<file path="config.mk">
export PLATFORM = sky130hd
export DESIGN_NAME = ctc_coax_transceiver
export DESIGN_NICKNAME = d
export VERILOG_FILES = /design/src/ctc_pkg.sv /design/src/ctc_coax_transceiver.sv
export VERILOG_INCLUDE_DIRS = /design/src /design/src/src
export SDC_FILE = /design/constraint.sdc
export NUM_CORES = 1
export LEC_CHECK = 0
export ABC_CLOCK_PERIOD_IN_PS = 12200
export BUFFER_PORTS_ARGS = -buffer_cell sky130_fd_sc_hd__buf_2
export CORE_MARGIN = 5
export CORE_UTILIZATION = 40
export DETAILED_ROUTE_END_ITERATION = 10
export GPL_TIMING_DRIVEN = 0
export SYNTH_ARGS = -nofsm -noshare
export SYNTH_HDL_FRONTEND = slang
export SYNTH_SLANG_ARGS = --single-unit
</file>
<file path="constraint.sdc">
create_clock -name CLK -period 12.2 [get_ports CLK]
set_input_delay 0.61 -clock CLK [delete_from_list [all_inputs] [get_ports CLK]]
set_output_delay 0.61 -clock CLK [all_outputs]
set_load 0.02 [all_outputs]
</file>
<file path="src/ctc_params.svh">
// timing counts, register map and reset values of the coax transceiver
`ifndef CTC_PARAMS_SVH
`define CTC_PARAMS_SVH
`define CTC_CLK_NS     25
`define CTC_RX_ON_NS   500
`define CTC_RX_ON_CYC  (`CTC_RX_ON_NS / `CTC_CLK_NS)
`define CTC_RX_HI_NS   250
`define CTC_RX_HI_CYC  (`CTC_RX_HI_NS / `CTC_CLK_NS)
`define CTC_RX_BLK_NS  1000
`define CTC_RX_BLK_CYC (`CTC_RX_BLK_NS / `CTC_CLK_NS)
`define CTC_TX_ON_NS   15
`define CTC_TX_ON_CYC  ((`CTC_TX_ON_NS + `CTC_CLK_NS - 1) / `CTC_CLK_NS)
`define CTC_TX_OFF_NS  250
`define CTC_TX_OFF_CYC (`CTC_TX_OFF_NS / `CTC_CLK_NS)
`define CTC_COL_NS     700
`define CTC_COL_CYC    (`CTC_COL_NS / `CTC_CLK_NS)
`define CTC_COL_HI_NS  170
`define CTC_COL_HI_CYC ((`CTC_COL_HI_NS + `CTC_CLK_NS - 1) / `CTC_CLK_NS)
`define CTC_HB_DLY_NS  1000
`define CTC_HB_DLY_CYC (`CTC_HB_DLY_NS / `CTC_CLK_NS)
`define CTC_HB_LEN_NS  1000
`define CTC_HB_LEN_CYC (`CTC_HB_LEN_NS / `CTC_CLK_NS)
`define CTC_JAB_MS     30
`define CTC_JAB_CYC    (`CTC_JAB_MS * 1000000 / `CTC_CLK_NS)
`define CTC_UNJAB_NS   450
`define CTC_UNJAB_CYC  (`CTC_UNJAB_NS / `CTC_CLK_NS)
`define CTC_REG_CTRL   2'h0
`define CTC_REG_STAT   2'h1
`define CTC_REG_EVT    2'h2
`define CTC_CTRL_RST   2'h3
`define CTC_FIFO_W     8
`define CTC_FIFO_D     16
`endif

</file>
<file path="src/ctc_pkg.sv">
// types shared by the coax transceiver control logic
package ctc_pkg;
  typedef enum logic [1:0] {
    RX_IDLE  = 2'b00,
    RX_ON    = 2'b01,
    RX_BLANK = 2'b10
  } ctc_rx_t;
  typedef enum logic [1:0] {
    HB_IDLE  = 2'b00,
    HB_WAIT  = 2'b01,
    HB_BURST = 2'b10
  } ctc_hb_t;
  typedef enum logic [7:0] {
    EV_RX_START = 8'h01,
    EV_RX_END   = 8'h02,
    EV_COL      = 8'h03,
    EV_HB       = 8'h04,
    EV_JAB      = 8'h05
  } ctc_ev_t;
  typedef struct packed {
    logic [5:0]  s1;       // first sync stage
    logic [5:0]  s2;       // second sync stage
    ctc_rx_t     rx_st;
    logic [5:0]  rx_cnt;
    logic        rx_en;
    logic        rx_data;
    logic        tx_act;
    logic        tx_en;
    logic        tx_out;
    logic [3:0]  tx_cnt;
    logic [20:0] jab_cnt;
    logic        jabbed;
    logic [4:0]  unjab_cnt;
    ctc_hb_t     hb_st;
    logic [5:0]  hb_cnt;
    logic        col_run;
    logic [1:0]  ph;
    logic [3:0]  hi_hold;
    logic [1:0]  col_out;
    logic        ack;
    logic [31:0] rdata;
    logic [1:0]  ctrl;
    logic        ovf;
  } ctc_st_t;
endpackage

</file>
<file path="src/ctc_coax_transceiver.sv">
// coax transceiver control: squelch, collision, heartbeat, jabber, regs
//
// Register access over Avalon-MM and the register offsets were left to the implementer.
`include "ctc_params.svh"

module ctc_fifo import ctc_pkg::*; #(
  parameter int W = 8,
  parameter int D = 16
) (
  input  wire logic         CLK,       // system clock
  input  wire logic         SYS_RST,   // sync reset
  input  wire logic         CE,        // clock enable
  input  wire logic         in_valid,  // push request
  output logic              in_ready,  // room left
  input  wire logic [W-1:0] in_data,   // pushed word
  output logic              out_valid, // word available
  input  wire logic         out_ready, // pop request
  output logic [W-1:0]      out_data   // head word
);
  localparam int AW = $clog2(D);
  typedef struct packed {
    logic [D-1:0][W-1:0] mem;
    logic [AW-1:0]       wp;
    logic [AW-1:0]       rp;
    logic [AW:0]         cnt;
  } ctc_fifo_st_t;
  ctc_fifo_st_t q, d;
  logic push;
  logic pop;

  // handshake terms
  assign in_ready  = q.cnt != (AW+1)'(D);
  assign out_valid = q.cnt != '0;
  assign out_data  = q.mem[q.rp];
  assign push      = in_valid & in_ready;
  assign pop       = out_valid & out_ready;

  // pointer and count update
  always_comb begin
    d = q;
    if (push) begin
      d.mem[q.wp] = in_data;
      d.wp        = q.wp + 1'b1;
    end
    if (pop) begin
      d.rp = q.rp + 1'b1;
    end
    d.cnt = q.cnt + (AW+1)'(push) - (AW+1)'(pop);
  end

  always_ff @(posedge CLK) begin
    if (SYS_RST) begin
      q <= '0;
    end else if (CE) begin
      q <= d;
    end
  end
endmodule

module ctc_coax_transceiver import ctc_pkg::*; #(
  parameter int JAB_CYC = `CTC_JAB_CYC
) (
  input  wire logic        CLK,                 // 40 MHz clock
  input  wire logic        SYS_RST,             // sync reset, high
  input  wire logic        CE,                  // clock enable
  input  wire logic        RX_SQUELCH_IN,       // dc below squelch level
  input  wire logic        COL_THRESH_IN,       // dc below collision level
  input  wire logic        TX_NEG_IN,           // qualified negative input
  input  wire logic        TX_DATA_IN,          // transmit data bit
  input  wire logic        CABLE_SENSE_IN,      // cable data level
  input  wire logic        HEARTBEAT_ENABLE_IN, // low disables heartbeat
  output logic             RX_DATA_OUT,         // receive data
  output logic             RX_EN_OUT,           // receiver enabled
  output logic             TX_OUT,              // transmit to cable
  output logic             TX_EN_OUT,           // transmitter enabled
  output logic [1:0]       COLLISION_OUT_PAIR,  // 10=high 01=low 00=idle
  input  wire logic [3:0]  AVS_ADDRESS,         // byte address
  input  wire logic        AVS_READ,            // read strobe
  input  wire logic        AVS_WRITE,           // write strobe
  input  wire logic [31:0] AVS_WRITEDATA,       // write data
  output logic [31:0]      AVS_READDATA,        // read data
  output logic             AVS_WAITREQUEST      // stall
);
  localparam logic [1:0]  P_HI   = 2'b10;
  localparam logic [1:0]  P_LO   = 2'b01;
  localparam logic [20:0] JAB_LIM = 21'(JAB_CYC - 1);

  ctc_st_t q, d;
  logic       col_req;
  logic       req;
  logic       take;
  logic       ev_valid;
  logic [7:0] ev_code;
  logic       ev_ready;
  logic       pop;
  logic       f_valid;
  logic [7:0] f_data;

  // is the counter at the given terminal count
  function automatic logic at(input logic [20:0] c, input int n);
    at = c >= 21'(n - 1);
  endfunction

  // bus handshake: one stall cycle then accept
  // read data is captured in the stall cycle, so it stands at the accept
  assign req             = AVS_READ | AVS_WRITE;
  assign AVS_WAITREQUEST = req & ~q.ack;
  assign take            = req & q.ack;
  assign pop = take & AVS_READ & (AVS_ADDRESS[3:2] == `CTC_REG_EVT);

  // collision sources: threshold, heartbeat, jabber
  assign col_req = q.s2[1] | (q.hb_st == HB_BURST) | q.jabbed;

  // outputs from flops
  assign RX_DATA_OUT        = q.rx_data;
  assign RX_EN_OUT          = q.rx_en;
  assign TX_OUT             = q.tx_out;
  assign TX_EN_OUT          = q.tx_en;
  assign COLLISION_OUT_PAIR = q.col_out;
  assign AVS_READDATA       = q.rdata;

  // event log of the link activity
  always_comb begin
    ev_valid = 1'b1;
    ev_code  = EV_COL;
    if (d.jabbed & ~q.jabbed) begin
      ev_code = EV_JAB;
    end else if (d.rx_en & ~q.rx_en) begin
      ev_code = EV_RX_START;
    end else if (~d.rx_en & q.rx_en) begin
      ev_code = EV_RX_END;
    end else if (d.hb_st == HB_BURST && q.hb_st != HB_BURST) begin
      ev_code = EV_HB;
    end else if (~(d.col_run & ~q.col_run)) begin
      ev_valid = 1'b0;
    end
  end

  ctc_fifo #(.W(`CTC_FIFO_W), .D(`CTC_FIFO_D)) u_fifo (
    .CLK       (CLK),
    .SYS_RST   (SYS_RST),
    .CE        (CE),
    .in_valid  (ev_valid),
    .in_ready  (ev_ready),
    .in_data   (ev_code),
    .out_valid (f_valid),
    .out_ready (pop),
    .out_data  (f_data)
  );

  // next state of the whole block
  always_comb begin
    d    = q;
    // two-stage sync of the six line pins before any logic reads them; the bus, CE and reset pins are used directly
    d.s1 = {HEARTBEAT_ENABLE_IN, CABLE_SENSE_IN, TX_DATA_IN,
            TX_NEG_IN, COL_THRESH_IN, RX_SQUELCH_IN};
    d.s2 = q.s1;
    // receiver squelch and end of packet blanking
    case (q.rx_st)
      RX_IDLE: begin
        d.rx_cnt = '0;
        if (q.s2[0]) begin
          d.rx_st = RX_ON;
          d.rx_en = 1'b1;
        end
      end
      RX_ON: begin
        d.rx_cnt = q.s2[4] ? q.rx_cnt + 1'b1 : '0;
        if (q.s2[4] && at(21'(q.rx_cnt), `CTC_RX_HI_CYC)) begin
          d.rx_st  = RX_BLANK;
          d.rx_en  = 1'b0;
          d.rx_cnt = '0;
        end
      end
      RX_BLANK: begin
        d.rx_cnt = q.rx_cnt + 1'b1;
        if (at(21'(q.rx_cnt), `CTC_RX_BLK_CYC)) begin
          d.rx_st = RX_IDLE;
        end
      end
      default: begin
        d.rx_st = RX_IDLE;
        d.rx_en = 1'b0;
      end
    endcase
    // receive data only from the cable
    d.rx_data = q.s2[4] & d.rx_en;
    // transmit squelch: start on excursion, stop after quiet time
    if (q.s2[2]) begin
      d.tx_act = 1'b1;
      d.tx_cnt = '0;
    end else if (q.tx_act) begin
      d.tx_cnt = q.tx_cnt + 1'b1;
      if (at(21'(q.tx_cnt), `CTC_TX_OFF_CYC)) begin
        d.tx_act = 1'b0;
      end
    end
    // jabber timer and unjab interval
    d.jab_cnt = q.tx_en ? q.jab_cnt + 1'b1 : '0;
    if (q.tx_en && q.jab_cnt >= JAB_LIM) begin
      d.jabbed = 1'b1;
    end
    d.unjab_cnt = '0;
    if (q.jabbed && !d.tx_act) begin
      d.unjab_cnt = q.unjab_cnt + 1'b1;
      if (at(21'(q.unjab_cnt), `CTC_UNJAB_CYC)) begin
        d.jabbed = 1'b0;
      end
    end
    d.tx_en  = d.tx_act & ~d.jabbed & q.ctrl[1];
    d.tx_out = d.tx_en & q.s2[3];
    // heartbeat after each transmission end not caused by jabber
    case (q.hb_st)
      HB_IDLE: begin
        d.hb_cnt = '0;
        if (q.tx_en && !d.tx_en && !d.jabbed && q.s2[5] && q.ctrl[0]) begin
          d.hb_st = HB_WAIT;
        end
      end
      HB_WAIT: begin
        d.hb_cnt = q.hb_cnt + 1'b1;
        if (at(21'(q.hb_cnt), `CTC_HB_DLY_CYC)) begin
          d.hb_st  = HB_BURST;
          d.hb_cnt = '0;
        end
      end
      HB_BURST: begin
        d.hb_cnt = q.hb_cnt + 1'b1;
        if (at(21'(q.hb_cnt), `CTC_HB_LEN_CYC)) begin
          d.hb_st = HB_IDLE;
        end
      end
      default: d.hb_st = HB_IDLE;
    endcase
    // collision oscillator: low half first, 4 cycles per period
    if (col_req) begin
      d.col_run = 1'b1;
      d.ph      = q.col_run ? q.ph + 1'b1 : 2'h0;
      d.col_out = d.ph[1] ? P_HI : P_LO;
      d.hi_hold = '0;
    end else if (q.col_run) begin
      d.col_run = 1'b0;
      d.hi_hold = 4'(`CTC_COL_HI_CYC);
      d.col_out = P_HI;
    end else if (q.hi_hold != '0) begin
      d.hi_hold = q.hi_hold - 1'b1;
      d.col_out = (q.hi_hold == 4'h1) ? 2'b00 : P_HI;
    end else begin
      d.col_out = 2'b00;
    end
    // register bus
    // ack alternates so every request costs exactly two cycles
    d.ack = req & ~q.ack;
    if (req && !q.ack) begin
      case (AVS_ADDRESS[3:2])
        `CTC_REG_CTRL: d.rdata = {30'h0, q.ctrl};
        `CTC_REG_STAT: d.rdata = {24'h0, ~f_valid, q.ovf, q.jabbed,
                                  q.col_run, q.hb_st == HB_BURST,
                                  q.tx_en, q.rx_en, q.tx_act};
        `CTC_REG_EVT:  d.rdata = {23'h0, f_valid, f_data};
        default:       d.rdata = 32'h0;
      endcase
    end
    if (take && AVS_WRITE && AVS_ADDRESS[3:2] == `CTC_REG_CTRL) begin
      d.ctrl = AVS_WRITEDATA[1:0];
    end
    if (take && AVS_WRITE && AVS_ADDRESS[3:2] == `CTC_REG_STAT &&
        AVS_WRITEDATA[6]) begin
      d.ovf = 1'b0;
    end
    if (ev_valid && !ev_ready) begin
      d.ovf = 1'b1; // set wins over clear
    end
  end

  always_ff @(posedge CLK) begin
    if (SYS_RST) begin
      q       <= '0;
      q.ctrl  <= `CTC_CTRL_RST;
      q.rx_st <= RX_IDLE;
      q.hb_st <= HB_IDLE;
    end else if (CE) begin
      q <= d;
    end
  end
endmodule

</file>
# After elaboration in Yosys (flattened, before gate mapping)
# Cells that the tools add are included.
# classes
add_sub_neg	11
multipliers	0
div	0
n_lt_le_gt_ge	9
eq_ne	13
shifts	0
mux	47
n_bitwise	24
n_reduce_logical	41
# op_table
cell	count
128-bit bitwise mux	1
6-bit one-hot mux with 3 select lines	2
8-bit binary-select mux with 4-bit select	1
8-bit demux with 4-bit select	1
9-bit one-hot mux with 3 select lines	1
6-bit 2-to-1 mux	4
8-bit 2-to-1 mux	3
21-bit by 1-bit adder with 21-bit output (second input constant)	1
21-bit >= comparator (second input constant)	1
21-bit 2-to-1 mux	1
2-bit AND reduction	10
2-bit 2-to-1 mux	8
1-bit logical AND	15
1-bit AND	14
1-bit 2-to-1 mux	14
4-bit by 1-bit adder with 4-bit output (second input constant)	3
6-bit by 1-bit adder with 6-bit output (second input constant)	2
6-bit >= comparator (second input constant)	2
3-bit 2-to-1 mux	4
4-bit 2-to-1 mux	3
2-bit one-hot mux with 3 select lines	2
4-bit by 5-bit < comparator with 1-bit output (second input constant)	2
9-bit 2-to-1 mux	1
3-bit nonzero test	3
23 further kinds	46
# totals
ff_bits	250
latchBits	0
ram_bits	0
mem_bits_ro	0
input_bits	47
out_inout_bits	39
word_cells	187
memories	0

# Logic depth before layout (Yosys ltp)
# depth
word_depth	26
mapped_depth	21
ltp_nobuf	18

# Hierarchy
# Synthesis repeated with hierarchy kept, for this count alone.
# unflattened
hier_cells	1144
hier_area_um2	11083.1
# by_module_without_submodules
mod	n_inst	cells_each	area_each_um2
ctc_fifo	1	592	6527.5
ctc_coax_transceiver	1	552	4555.6

# Least setup slack after synthesis
# OpenSTA, ideal clock, no wires.
# synth_path
kind	register -> register
startpoint	reg q[51] (netlist bit)
endpoint	reg u_fifo.q[4] (netlist bit)
setup_time_ns	0.128
t_arrival_ns	3.700
required_time_ns	12.072
path_slack_ns	8.372
stages_incl_launch_ff	22
cell_sequence	dfxtp_1 -> inv_1 -> ha_1 -> clkbuf_1 -> o21ai_0 -> a21oi_1 -> nor2_1 -> or4_1 -> o22ai_1 -> o41a_1 -> buf_6 -> buf_6 -> a21oi_1 -> ha_1 -> fa_1 -> a21oi_1 -> nor2_1 -> nor2_1 -> xnor2_1 -> nand2_1 -> xor2_1 -> nor2_1
# synth_via
elab_chain_len	13
word_cells_on_any_way	22
# synth_lines
element	line	rtl
start, declared	ctc_coax_transceiver.sv:88	ctc_st_t q, d;
2-bit equality test	ctc_coax_transceiver.sv:112, ctc_coax_transceiver.sv:213	
1-bit bitwise OR (2 in a row)	ctc_coax_transceiver.sv:112	assign col_req = q.s2[1] | (q.hb_st == HB_BURST) | q.jabbed;
1-bit 2-to-1 mux	ctc_coax_transceiver.sv:236	if (col_req) begin
1-bit AND	ctc_coax_transceiver.sv:134	end else if (~(d.col_run & ~q.col_run)) begin
1-bit 2-to-1 mux	ctc_coax_transceiver.sv:134	
1-bit 2-to-1 mux *	ctc_coax_transceiver.sv:132	end else if (d.hb_st == HB_BURST && q.hb_st != HB_BURST) begin
1-bit 2-to-1 mux *	ctc_coax_transceiver.sv:130	end else if (~d.rx_en & q.rx_en) begin
1-bit 2-to-1 mux *	ctc_coax_transceiver.sv:128	end else if (d.rx_en & ~q.rx_en) begin
1-bit 2-to-1 mux *	ctc_coax_transceiver.sv:126	if (d.jabbed & ~q.jabbed) begin
1-bit AND *	ctc_coax_transceiver.sv:35	assign push = in_valid & in_ready;
5-bit by 1-bit adder with 5-bit output *	ctc_coax_transceiver.sv:48	d.cnt = q.cnt + (AW+1)'(push) - (AW+1)'(pop);
5-bit by 1-bit subtractor with 5-bit output *	ctc_coax_transceiver.sv:48	
end signal, assigned	ctc_coax_transceiver.sv:53	q <= '0;
end signal, assigned	ctc_coax_transceiver.sv:55	q <= d;
end, declared	ctc_coax_transceiver.sv:27	ctc_fifo_st_t q, d;
# Every way passes the cells marked *; elsewhere a longest branch is shown, timed or not.
# A chain may end at the register's enable or synchronous reset.

# Worst setup path in the final report
# layout_path
startpoint	reg q[52] (netlist bit)
endpoint	reg u_fifo.q[4] (netlist bit)
# The elaborated chain is that of the path after synthesis.

==> run summary <==
GRT Total Usage = 0.172
outcome = complete, no violations
# Post-CTS Setup Buffers = 0
Post-synth EDFFs = 0
TNS Setup = 0 ns
ys async rst share = 0
Compound-Gate Fraction of Synth Area = 0.131
CP Capture Type = register
largest family of logic cells by synthesized area = simple AND/OR/NAND/NOR gates
Synth Area in Simple Gates = 0.183
Synth Instances = 849
flops & latches, synth = 147
fraction of the mapped netlist area in adder cells = 0.0528
final WL = 18500 um
most frequent cells in the layout = dfxtp_1, nand2_1, nor2_1, mux2i_1, a21oi_1
Netlist cell types = 64
H-tree depth = 4
Area Overhead vs Synth = 14.2%
die width = 149 um
Worst slew margin = 0.376
PortBufs = 29
Final GP Congestion = 0.825
core region area = 18800 sq um
CTS tree = yes
Layout Nets = 998
Hold WS = 0.411 ns
Overall Power = 1.11 mW
Die Footprint = 22200 sq um
Bufs on Longest Clock Path = 2
Synth Area per Inst = 9.09 sq um
Root Driver = clkbuf_16
Yosys top cell area share = 0.381
GRT overflow = 0
clk_skew = 0.00707 ns
Final setup viols = 0
first-pass GRT wire length = 30200 um
Final Hold Fails = 0
cell row count = 50
most common cell after layout, fill and taps aside = dfxtp_1
# DRC = 0
Initial Util = 0.410
RSZ-0062 raised after global routing = no
Clk pin slew, worst setup/hold paths = 0.06 ns
WL/cell = 15.5 um
crit path kind = reg -> reg
fin cells = 1191
Seq/Total Area, Yosys = 0.381
number of global-route vias before repair = 5713
CP Data Arrival Time = 4.72 ns
Synth Cell Area = 7720 sq um
multiplexer share of the synthesized area = 0.139
insertion delay to the later sink of the worst-skew pair = 0.43 ns
top_reg_cell synth = dfxtp_1
min Tclk post-route = 4.43 ns
Max VDD drop = 0.0000890 V
reg-to-reg slack, setup = 7.77 ns
largest net degree at the start of global routing = 17
Max FO, Critical Path = 10
xor and xnor fraction of the mapped netlist area = 0.0386
post-CTS sizing = 0
Die Height = 149 um
Fmax = 0.226 GHz
Ys Warns = 0
DR iter-0 viols = 351
area leader, netlist = dfxtp_1
P per Cell Area = 125 nW/um^2
Final ANT Viol Nets = 0
CTS Hold Buffers Added = 0
initial antenna violation count = 0
diode count = 0
max-cap violation count = 0
DR pass1 iterations = 5
HPWL after DPL = 13500 um
Via density = 5.04
startpoint types = register
cts bufs inserted = 17
worst hold path class = in -> reg
share of cells above drive strength 1 = 0.146
Inst Count DP = 1160
Slew Limit Fails = 0
worst endpoint required time = 12.49 ns
clock sink count = 147
ranking of synthesized cells by area = dfxtp_1, mux2i_1, nand2_1, ha_1, mux4_2
Worst-Margin Slew = 0.936 ns
I/O pin cnt = 86
vias after detailed routing = 6004
P_leak = 3.42 nW
period utilization = 0.363
## layout make-up
type / count / area (sq um)
plain buffers: 81 / 455
clock buffers: 22 / 464
clock inverters: 9 / 81.3
fillers: 1832 / 10000
inverters: 31 / 116
multi-input cells: 612 / 4290
flip-flops and latches: 147 / 2940
well taps: 260 / 325
repair buffers: 29 / 145
## critical path, stage by stage, from the launching register on
cell,delay [ns]
dfxtp_1,0.45
ha_1,0.19
clkbuf_1,0.34
o21ai_0,0.15
a21oi_1,0.13
nor2_1,0.06
or4_1,0.50
o22ai_1,0.35
o41a_1,0.22
buf_6,0.17
buf_6,0.23
a21oi_1,0.10
ha_1,0.22
fa_1,0.42
a21oi_1,0.18
nor2_1,0.05
nor2_1,0.10
xnor2_1,0.12
nand2_1,0.08
xor2_1,0.16
nor2_1,0.05
## cells by family after synthesis
logic type,count (synthesis)
flops,147
buf+inv,112
simple gates,308
compound gates,127
mux,88
other cells,1
fa+ha+maj,32
xor+xnor,34
## synthesized netlist by cell type (3+ instances only)
cell type and number:
dfxtp_1 147, a211oi_2 9, and4_1 3, nand2b_1 6, a22oi_1 3, a31oi_1 3
o211ai_1 6, nor3_1 12, nand2_1 111, a211o_1 6, mux2i_1 71, xnor2_1 12
nand3_1 25, ha_1 31, buf_1 4, clkbuf_1 36, inv_1 31, or3_1 10
a211oi_1 3, nand4_1 10, and2_1 6, a221oi_1 3, or4_1 4, nor2_1 87
xor2_1 22, nor4_1 3, a21oi_1 41, a211oi_4 8, o21ai_1 3, buf_4 35
and3_1 10, buf_2 4, nor2b_1 12, a21o_1 6, mux4_2 15, o21ai_0 15
## state kept, by name (all words and copies together), names as in the netlist, 2 cells and up
name / flops
q: 65
u_fifo.q: 61
AVS_READDATA: 9
d: 6
COLLISION_OUT_PAIR: 2
## metal layers
metal,up-vias,part of all wire,GRT usage
met2,102,0.46,0.272
met1,2850,0.49,0.236
met5,-,0,0
met3,24,0.035,0.0343
met4,0,0.015,0.0554
li1,3028,-,-
## worst paths after layout
kind                                       start               to  cells past startpoint
worst max register to register             q[52]      u_fifo.q[4]                     20
worst min-delay path            AVS_WRITEDATA[0]             q[1]                      3
worst min register to register   AVS_READDATA[4]  AVS_READDATA[4]                      2
worst max-delay path                       q[52]      u_fifo.q[4]                     20
## report_power, final
| part | leakage [nW] | internal (mW) | switching [mW] | total (mW) |
|---|---|---|---|---|
| clock | 0.274 | 0.289 | 0.201 | 0.491 |
| sequential | 1.19 | 0.492 | 0.0101 | 0.502 |
| combinational | 1.95 | 0.0418 | 0.0721 | 0.114 |
| total | 3.42 | 0.823 | 0.284 | 1.11 |
## through the flow
stage | worst slack [ns] | instance area, sq um | utilization
5_1_grt | 7.37 | 8820 | 0.468
4_1_cts | 7.79 | 8820 | 0.468
3_5_place_dp | 7.82 | 8270 | 0.439
2_1_floorplan | 8.37 | 7800 | -
6_report | 7.77 | 8820 | 0.468
3_3_place_gp | 7.81 | 8270 | 0.439
Power figures use the tool's default switching activity.
